$ cat config.mk
export PLATFORM = sky130hd
export DESIGN_NAME = supply_fault_response_alarm
export DESIGN_NICKNAME = d
export VERILOG_FILES = /design/src/fault_resp_pkg.sv /design/src/supply_fault_response_alarm.sv /design/src/retry_timer.sv
export SDC_FILE = /design/constraint.sdc
export NUM_CORES = 1
export LEC_CHECK = 0
export BUFFER_PORTS_ARGS = -buffer_cell sky130_fd_sc_hd__buf_2
export CORE_MARGIN = 2
export CORE_UTILIZATION = 53
export CTS_CLUSTER_DIAMETER = 200
export DETAILED_ROUTE_END_ITERATION = 10
export PLACE_DENSITY = 0.8
export SETUP_SLACK_MARGIN = 0.15
export SLEW_MARGIN = 20
export SYNTH_ARGS = -nofsm -noshare
export SYNTH_HDL_FRONTEND = slang
export SYNTH_SLANG_ARGS = --single-unit
$ cat constraint.sdc
create_clock -name ref_clk_in -period 3.1 [get_ports ref_clk_in]
set_input_delay 0 -clock ref_clk_in [delete_from_list [all_inputs] [get_ports ref_clk_in]]
set_output_delay 0 -clock ref_clk_in [all_outputs]
set_load 0.01 [all_outputs]
$ cat src/fault_resp_pkg.sv
package fault_resp_pkg;
    // channel and sensor counts
    localparam int num_chan = 12;
    localparam int num_temp = 5;
    // response word field positions
    localparam int log_enable_bit = 15;
    localparam int global_bit = 14;
    localparam int alarm_msb = 11;
    localparam int alarm_lsb = 8;
    localparam int ot_resp_lsb = 6;
    localparam int ton_resp_lsb = 4;
    localparam int uv_resp_lsb = 2;
    localparam int ov_resp_lsb = 0;
    // response codes
    localparam logic [1:0] resp_status_only = 2'h0;
    localparam logic [1:0] resp_latch_off = 2'h1;
    localparam logic [1:0] resp_retry = 2'h2;
    localparam logic [1:0] resp_continue = 2'h3;
    // alarm condition codes (low three bits)
    localparam logic [2:0] alarm_seq = 3'h1;
    // reset values
    localparam logic [15:0] response_word_reset = 16'h0000;
    localparam logic [15:0] retry_delay_reset = 16'h0000;
    // one retry tick = 1 us at 200 MHz
    localparam int clk_mhz = 200;
    localparam int tick_ns = 1000;
    localparam int clk_period_ns = 1000 / clk_mhz;
    localparam int tick_cycles = tick_ns / clk_period_ns;
    // global shutdown states
    typedef enum logic [3:0] {
        st_run = 4'b0001,
        st_shut = 4'b0010,
        st_wait = 4'b0100,
        st_latched = 4'b1000
    } glob_state_e;
endpackage

$ cat src/supply_fault_response_alarm.sv
`timescale 1ns/10ps
module supply_fault_response_alarm
(
    input wire logic ref_clk_in,
    input wire logic rstn_in,
    input wire logic [16*fault_resp_pkg::num_chan-1:0] channel_response_word_in,
    input wire logic [15:0] retry_delay_setting_in,
    input wire logic immediate_off_in,
    input wire logic alert_enable_in,
    input wire logic clear_faults_in,
    input wire logic [fault_resp_pkg::num_chan-1:0] secondary_group_in,
    input wire logic [fault_resp_pkg::num_chan-1:0] ov_fault_in,
    input wire logic [fault_resp_pkg::num_chan-1:0] ov_warn_in,
    input wire logic [fault_resp_pkg::num_chan-1:0] uv_fault_in,
    input wire logic [fault_resp_pkg::num_chan-1:0] uv_warn_in,
    input wire logic [fault_resp_pkg::num_chan-1:0] seq_fault_in,
    input wire logic [fault_resp_pkg::num_temp-1:0] ot_fault_in,
    input wire logic [fault_resp_pkg::num_chan-1:0] supply_request_in,
    input wire logic [fault_resp_pkg::num_chan-1:0] off_sequence_done_in,
    output logic [fault_resp_pkg::num_chan-1:0] supply_enable_out,
    output logic primary_group_fault_out,
    output logic secondary_group_fault_pin_out,
    output logic first_alarm_out,
    output logic second_alarm_out,
    output logic alert_out,
    output logic log_write_out,
    output logic [3:0] log_kind_out,
    output logic [fault_resp_pkg::num_chan-1:0] log_chan_out,
    output logic [fault_resp_pkg::num_temp-1:0] log_sensor_out,
    output logic [fault_resp_pkg::num_chan-1:0] ov_status_out,
    output logic [fault_resp_pkg::num_chan-1:0] uv_status_out,
    output logic [fault_resp_pkg::num_chan-1:0] seq_status_out,
    output logic [fault_resp_pkg::num_temp-1:0] ot_status_out
);
    import fault_resp_pkg::*;
    localparam int nc = num_chan, nt = num_temp; // channel and sensor counts
    // response field of one channel
    function automatic logic [1:0] resp_of(input logic [16*nc-1:0] w, input int ch, input int lsb);
        resp_of = w[16*ch+lsb +: 2];
    endfunction

    // the log enable bit with an action code (anything but 00) allows logging
    function automatic logic may_log(input logic [16*nc-1:0] w, input int ch, input int lsb);
        may_log = w[16*ch+log_enable_bit] && (resp_of(w, ch, lsb) != resp_status_only);
    endfunction

    // input synchronisers
    logic [nc-1:0] ov_s1, ov_s2, ovw_s1, ovw_s2, uv_s1, uv_s2, uvw_s1, uvw_s2, sq_s1, sq_s2;
    logic [nt-1:0] ot_s1, ot_s2;
    // previous fault levels for edge detect
    logic [nc-1:0] ov_d, uv_d, sq_d;
    logic [nt-1:0] ot_d;
    // latched status and log suppression
    logic [nc-1:0] ov_st, uv_st, sq_st, next_ov_st, next_uv_st, next_sq_st;
    logic [nt-1:0] ot_st, next_ot_st;
    logic [nc-1:0] ov_mute, uv_mute, next_ov_mute, next_uv_mute;
    logic [nt-1:0] ot_mute, next_ot_mute;
    // registered outputs
    logic next_alert, next_log_write, next_first_alarm_out, next_second_alarm_out, next_pfault, next_sfault;
    logic [3:0] next_log_kind;
    logic [nc-1:0] next_log_chan, next_en;
    logic [nt-1:0] next_log_sensor;
    // global shutdown per group (0 primary, 1 secondary)
    glob_state_e gst [2];
    glob_state_e next_gst [2];
    logic [1:0] timer_start, timer_done;
    // combinational helpers
    logic [nc-1:0] ov_rise, uv_rise, sq_rise, glob;
    logic [nt-1:0] ot_rise;
    logic [1:0] grp_retry, grp_latch, grp_any_fault;

    // retry delay timers, one per group
    for (genvar g = 0; g < 2; g++)
    begin : g_timer
        retry_timer u_timer (
            .ref_clk_in(ref_clk_in),
            .rstn_in(rstn_in),
            .start_in(timer_start[g]),
            .delay_in(retry_delay_setting_in),
            .done_out(timer_done[g])
        );
    end

    // fault input synchronisers and edge history
    always_ff @(posedge ref_clk_in)
    begin
        if (!rstn_in)
        begin
            {ov_s1, ov_s2, ovw_s1, ovw_s2, uv_s1, uv_s2} <= '0;
            {uvw_s1, uvw_s2, sq_s1, sq_s2, ot_s1, ot_s2} <= '0;
            {ov_d, uv_d, sq_d, ot_d} <= '0;
        end
        else
        begin
            {ov_s1, ovw_s1, uv_s1, uvw_s1, sq_s1, ot_s1} <= {ov_fault_in, ov_warn_in, uv_fault_in,
                uv_warn_in, seq_fault_in, ot_fault_in};
            {ov_s2, ovw_s2, uv_s2, uvw_s2, sq_s2, ot_s2} <= {ov_s1, ovw_s1, uv_s1, uvw_s1, sq_s1, ot_s1};
            {ov_d, uv_d, sq_d, ot_d} <= {ov_s2, uv_s2, sq_s2, ot_s2};
        end
    end

    // status, log, alert and alarm decisions
    always_comb
    begin
        ov_rise = ov_s2 & ~ov_d;
        uv_rise = uv_s2 & ~uv_d;
        sq_rise = sq_s2 & ~sq_d;
        ot_rise = ot_s2 & ~ot_d;
        // clear first, then set wins over clear
        next_ov_st = (clear_faults_in ? '0 : ov_st) | ov_rise;
        next_uv_st = (clear_faults_in ? '0 : uv_st) | uv_rise;
        next_sq_st = (clear_faults_in ? '0 : sq_st) | sq_rise;
        next_ot_st = (clear_faults_in ? '0 : ot_st) | ot_rise;
        next_alert = alert_enable_in && ((|(ov_rise & ~ov_st)) || (|(uv_rise & ~uv_st)) ||
            (|(sq_rise & ~sq_st)) || (|(ot_rise & ~ot_st)));
        next_ov_mute = clear_faults_in ? '0 : ov_mute & supply_enable_out;
        next_uv_mute = clear_faults_in ? '0 : uv_mute & supply_enable_out;
        next_ot_mute = clear_faults_in ? '0 : ot_mute;
        next_log_write = 1'b0;
        next_log_kind = 4'h0;
        next_log_chan = '0;
        next_log_sensor = '0;
        next_first_alarm_out = 1'b0;
        next_second_alarm_out = 1'b0;
        for (int c = 0; c < nc; c++)
        begin
            logic [2:0] cond;
            logic hit;
            cond = channel_response_word_in[16*c+alarm_lsb +: 3];
            hit = 1'b0;
            if (ov_rise[c] && may_log(channel_response_word_in, c, ov_resp_lsb) && !ov_mute[c])
            begin
                next_log_chan[c] = 1'b1;
                next_log_kind[0] = 1'b1;
                next_ov_mute[c] = 1'b1;
            end
            if (uv_rise[c] && may_log(channel_response_word_in, c, uv_resp_lsb) && !uv_mute[c])
            begin
                next_log_chan[c] = 1'b1;
                next_log_kind[1] = 1'b1;
                next_uv_mute[c] = 1'b1;
            end
            if (sq_rise[c] && may_log(channel_response_word_in, c, ton_resp_lsb))
            begin
                next_log_chan[c] = 1'b1;
                next_log_kind[2] = 1'b1;
            end
            // alarm condition select
            if (cond == alarm_seq)
                hit = sq_s2[c];
            else if (cond != 3'h0)
            begin
                if (cond[1])
                    hit = hit | uv_s2[c] | (cond[0] & uvw_s2[c]);
                if (cond[2])
                    hit = hit | ov_s2[c] | (cond[0] & ovw_s2[c]);
            end
            if (channel_response_word_in[16*c+alarm_msb])
                next_second_alarm_out = next_second_alarm_out | hit;
            else
                next_first_alarm_out = next_first_alarm_out | hit;
        end
        // temperature: any channel enabling the log with action code
        for (int t = 0; t < nt; t++)
        begin
            logic ok;
            ok = 1'b0;
            for (int c = 0; c < nc; c++)
                ok = ok | may_log(channel_response_word_in, c, ot_resp_lsb);
            if (ot_rise[t] && ok && !ot_mute[t])
            begin
                next_log_sensor[t] = 1'b1;
                next_log_kind[3] = 1'b1;
                next_ot_mute[t] = 1'b1;
            end
        end
        next_log_write = |next_log_kind;
    end

    // global group response decisions
    always_comb
    begin
        glob = '0;
        grp_retry = 2'b00;
        grp_latch = 2'b00;
        grp_any_fault = 2'b00;
        for (int c = 0; c < nc; c++)
        begin
            logic g;
            logic [1:0] r;
            r = 2'b00;
            glob[c] = channel_response_word_in[16*c+global_bit];
            g = secondary_group_in[c];
            grp_any_fault[g] = grp_any_fault[g] | (glob[c] & (ov_s2[c] | uv_s2[c] | sq_s2[c]));
            for (int k = 0; k < 4; k++)
            begin
                r = resp_of(channel_response_word_in, c, 2*k);
                if (glob[c] && (k == 0 ? ov_rise[c] : k == 1 ? uv_rise[c] : k == 2 ? sq_rise[c] : |ot_rise))
                begin
                    grp_retry[g] = grp_retry[g] | (r == resp_retry);
                    grp_latch[g] = grp_latch[g] | (r == resp_latch_off);
                end
            end
        end
        for (int g = 0; g < 2; g++)
        begin
            next_gst[g] = gst[g];
            timer_start[g] = 1'b0;
            case (gst[g])
                st_run:
                    if (grp_latch[g])
                        next_gst[g] = st_latched;
                    else if (grp_retry[g])
                        next_gst[g] = st_shut;
                st_shut:
                begin
                    if (grp_latch[g])
                        next_gst[g] = st_latched;
                    else if (immediate_off_in || &(off_sequence_done_in | ~glob |
                        (secondary_group_in ^ {nc{g[0]}})))
                    begin
                        next_gst[g] = st_wait;
                        timer_start[g] = 1'b1;
                    end
                end
                st_wait:
                    if (grp_latch[g])
                        next_gst[g] = st_latched;
                    else if (timer_done[g] && !grp_any_fault[g])
                        next_gst[g] = st_run;
                    else if (timer_done[g])
                        timer_start[g] = 1'b1;
                st_latched:
                    if (clear_faults_in)
                        next_gst[g] = st_run;
                default:
                    next_gst[g] = st_run;
            endcase
        end
        // enables: off while own global group is not running
        for (int c = 0; c < nc; c++)
            next_en[c] = supply_request_in[c] &&
                !(glob[c] && gst[secondary_group_in[c]] != st_run);
        next_pfault = gst[0] != st_run;
        next_sfault = gst[1] != st_run;
    end

    // register stage
    always_ff @(posedge ref_clk_in)
    begin
        if (!rstn_in)
        begin
            {ov_st, uv_st, sq_st, ot_st, ov_mute, uv_mute, ot_mute} <= '0;
            gst <= '{st_run, st_run};
            {supply_enable_out, primary_group_fault_out, secondary_group_fault_pin_out} <= '0;
            {first_alarm_out, second_alarm_out, alert_out, log_write_out} <= '0;
            {log_kind_out, log_chan_out, log_sensor_out} <= '0;
        end
        else
        begin
            {ov_st, uv_st, sq_st, ot_st} <= {next_ov_st, next_uv_st, next_sq_st, next_ot_st};
            {ov_mute, uv_mute, ot_mute} <= {next_ov_mute, next_uv_mute, next_ot_mute};
            gst <= next_gst;
            supply_enable_out <= next_en;
            {primary_group_fault_out, secondary_group_fault_pin_out} <= {next_pfault, next_sfault};
            {first_alarm_out, second_alarm_out} <= {next_first_alarm_out, next_second_alarm_out};
            {alert_out, log_write_out} <= {next_alert, next_log_write};
            {log_kind_out, log_chan_out, log_sensor_out} <= {next_log_kind, next_log_chan, next_log_sensor};
        end
    end
    // status outputs straight from the latches
    assign ov_status_out = ov_st;
    assign uv_status_out = uv_st;
    assign seq_status_out = sq_st;
    assign ot_status_out = ot_st;
endmodule

$ cat src/retry_timer.sv
`timescale 1ns/10ps
// counts retry delay in 1 us ticks once started
module retry_timer
    import fault_resp_pkg::*;
(
    input wire logic ref_clk_in,
    input wire logic rstn_in,
    input wire logic start_in,
    input wire logic [15:0] delay_in,
    output logic done_out
);
    logic [15:0] tick_cnt;
    logic [15:0] next_tick_cnt;
    logic [15:0] delay_cnt;
    logic [15:0] next_delay_cnt;
    logic busy;
    logic next_busy;
    logic next_done;

    // divider and delay countdown
    always_comb
    begin
        next_tick_cnt = tick_cnt;
        next_delay_cnt = delay_cnt;
        next_busy = busy;
        next_done = 1'b0;
        if (start_in)
        begin
            next_busy = 1'b1;
            next_delay_cnt = delay_in;
            next_tick_cnt = 16'h0000;
        end
        else if (busy)
        begin
            if (delay_cnt == 16'h0000)
            begin
                // zero delay restarts at once
                next_busy = 1'b0;
                next_done = 1'b1;
            end
            else if (tick_cnt == 16'(tick_cycles - 1))
            begin
                next_tick_cnt = 16'h0000;
                next_delay_cnt = delay_cnt - 16'h0001;
            end
            else
            begin
                next_tick_cnt = tick_cnt + 16'h0001;
            end
        end
    end

    // register stage
    always_ff @(posedge ref_clk_in)
    begin
        if (!rstn_in)
        begin
            tick_cnt <= 16'h0000;
            delay_cnt <= 16'h0000;
            busy <= 1'b0;
            done_out <= 1'b0;
        end
        else
        begin
            tick_cnt <= next_tick_cnt;
            delay_cnt <= next_delay_cnt;
            busy <= next_busy;
            done_out <= next_done;
        end
    end
endmodule

==> metrics.txt <==
CTS Sinks=356; P_leak=0.00895 uW; H-tree levels=2; switching portion of total power=27.5%; status=finished, final reports clean; Internal=8370 uW; Crit Path Max Fanout=4; clk slew on worst S/H paths=60 ps; Clock Latency Late Sink=550 ps; WL final=63.9 mm; Worst EP required=3520 ps; Slowest-stage cell, CP=dlygate4sd3_1; combinational fraction of design power=16.8%; pwr/cell area=545 nW/um^2; # nets final=2681; Final Max Slew Viols=0; startpoint types=register; die extent in x=176 um; sequential share of power=42.6%; All-Layer GR Usage=40.0%; Mapped Area=15600 um^2; final setup TNS=0 ps; post-synthesis sequential element count=356; Clk pwr share=40.5%; CP dominant cell by count=dlygate4sd3_1; RSZ-0062 raised after global routing=no; Peak VDD IR=0.449 mV; final hold slack=15.9 ps; CP top delay family=buffers and inverters; global-route wire length before repair=94.0 mm; DRC errors left=0; # IOs=394; switching pwr=3170 uW; Area Growth Syn to Fin=35.5%; chip height=176 um; Buf+Inv Stages, Crit Path=2; Final Hold Viols=0; vias in the first global route=16300; Initial Util=54.2%; synth unique cells=74; remaining antenna violation count=0; setup violators final=0; Least-Margin Pin Slew=1110 ps; fraction of layout cells with a size suffix above 1=21.9%; Post-DP HPWL=46.1 mm; First-pass DRT Iterations=7; syn_area_per_cell=8.70 um^2; worst hold-check path type=primary input to register; sequential area share after synthesis=45.6%; Post-synth ARST share=0%; CP Capture Type=register; Congestion Overflow GR=0; final worst path period share=92.5%; Worst EP arrival=3290 ps; Routability Congestion=1.00; DR WL/cell=22.9 um; EDFF count, synth=0; number of core rows=62; Vias per Instance=5.96; number of max-cap violations=0; Post-Syn Instances=1797; Initial DRC Count=1660; antenna violations before repair=20; Die ar.=30900 um^2; Worst Path Class, Setup=register to register; Tmin final=2870 ps; CTS tree=done; clk_skew=20.8 ps; clock root buffer=clkbuf_16; post-CTS setup buffer count=0; TritonCTS buffer count=38; Worst slew margin=25.4%; biggest regs=g_timer.u_timer.delay_cnt x32, g_timer.u_timer.tick_cnt x32; pin count of the biggest net entering global routing=170; Worst path max stage delay=560 ps; CP cell instances=a21oi_1 > o22ai_1 > a41oi_1 > nand2b_1 > o2111a_1 > dlygate4sd3_1 > a31oi_1 > dlygate4sd3_1; Post-synth top flop=dfxtp_1; Mapped Nets=2115; fmax=349 MHz; area of the core=28900 um^2; number of synthesis warnings=0; I/O Buffers=369; clk buf depth=3; via count=16600
-- power groups by stage --
stage / clock network (uW) / registers [uW] / logic [uW]
2_1_floorplan: 0 / 5000 / 850
3_5_place_dp: 0 / 5010 / 1680
4_1_cts: 4680 / 4910 / 1860
5_1_grt: 4880 / 4940 / 2060
6_report: 4680 / 4920 / 1940
3_3_place_gp: 0 / 5000 / 1650
-- cell usage in the layout, fill, tap and decap left out, types with 17 or more instances in the layout --
cell | netlist | final
buf_2 | 5 | 368
dfxtp_1 | 356 | 356
and2_1 | 178 | 177
nor2_1 | 167 | 167
dlygate4sd3_1 | 0 | 163
a21oi_1 | 147 | 146
nand2b_1 | 117 | 117
nand2_1 | 88 | 88
inv_1 | 69 | 68
buf_4 | 2 | 63
nor3_1 | 58 | 58
o22ai_1 | 55 | 55
o21ai_0 | 52 | 52
clkbuf_16 | 0 | 38
xor2_1 | 31 | 31
nor4_1 | 30 | 30
nor3b_1 | 29 | 29
nor4b_1 | 30 | 29
xnor2_1 | 23 | 23
nor2b_1 | 21 | 21
nor4bb_1 | 20 | 20
nand3b_1 | 17 | 17
nand3_1 | 17 | 17
-- per-layer routing --
| metal | share of wire [%] | global-route usage [%] | vias up |
|---|---|---|---|
| li1 | - | - | 7516 |
| met1 | 37 | 47.4 | 7815 |
| met2 | 45 | 65.2 | 1053 |
| met3 | 10 | 9.61 | 248 |
| met4 | 7.3 | 25.5 | 10 |
| met5 | 0.094 | 0 | - |
-- what timing repair did --
item,in CTS,in global routing
resized for setup,0,5
hold buffers,163,0
endpoints found under the hold margin,135,0
endpoints found under the setup margin,0,14
-- metrics by stage --
step	cells	cell area (um^2)	power, uW	setup slack [ps]	utilization, %
CTS	2777	21100	11500	211	73.3
global placement	2544	18200	6650	280	63.1
finish	2792	21200	11500	233	73.5
floorplan	1797	15600	5850	664	-
detailed placement	2544	18200	6690	233	63.1
global route	2788	21200	11900	142	73.4
-- final cells by class --
| class | count | area, um^2 |
|---|---|---|
| flip-flops and latches | 356 | 7130 |
| clock inverters | 15 | 204 |
| diodes | 15 | 37.5 |
| clock buffers | 55 | 1090 |
| repair buffers | 598 | 4030 |
| multi-input cells | 1300 | 7970 |
| inverters | 69 | 260 |
| well taps | 384 | 480 |
| fillers | 2055 | 7660 |
-- worst paths after layout --
kind	slack, ps	depth (start not counted)	from	to
setup / recovery	230	8	uv_s2[1]	second_alarm_out
hold / removal	20	5	channel_response_word_in[164]	log_chan_out[10]
setup reg to reg	230	8	uv_s2[1]	second_alarm_out
hold reg to reg	430	1	uv_s1[9]	uv_s2[9]
-- cell usage after synthesis (all sizes together), types with 23 or more instances --
master / number / area share [%]
a21oi: 147 / 4.7
and2: 178 / 7.1
clkbuf: 61 / 1.5
dfxtp: 356 / 46
inv: 69 / 1.7
nand2: 88 / 2.1
nand2b: 117 / 4.7
nor2: 167 / 4.0
nor3: 58 / 1.9
nor3b: 29 / 1.4
nor4: 31 / 1.3
nor4b: 31 / 1.8
o21ai: 63 / 2.0
o22ai: 55 / 2.2
xnor2: 23 / 1.3
xor2: 31 / 1.7
-- cell families after synthesis --
| logic type | synth area share, % |
|---|---|
| muxes | 0.192 |
| buffers and inverters | 3.62 |
| and+or+nand+nor | 31.4 |
| AOI/OAI and AO/OA | 15.8 |
| adders and majority gates | 0.320 |
| xor gates and xnor gates | 3.02 |
| DFF | 45.6 |
-- worst min-delay path, delay by kind of cell --
kind	cells	cell delay, ps
and+or+nand+nor	3	300
AOI/OAI and AO/OA	1	90
buffers and inverters	1	120
Power figures use the tool's default switching activity.
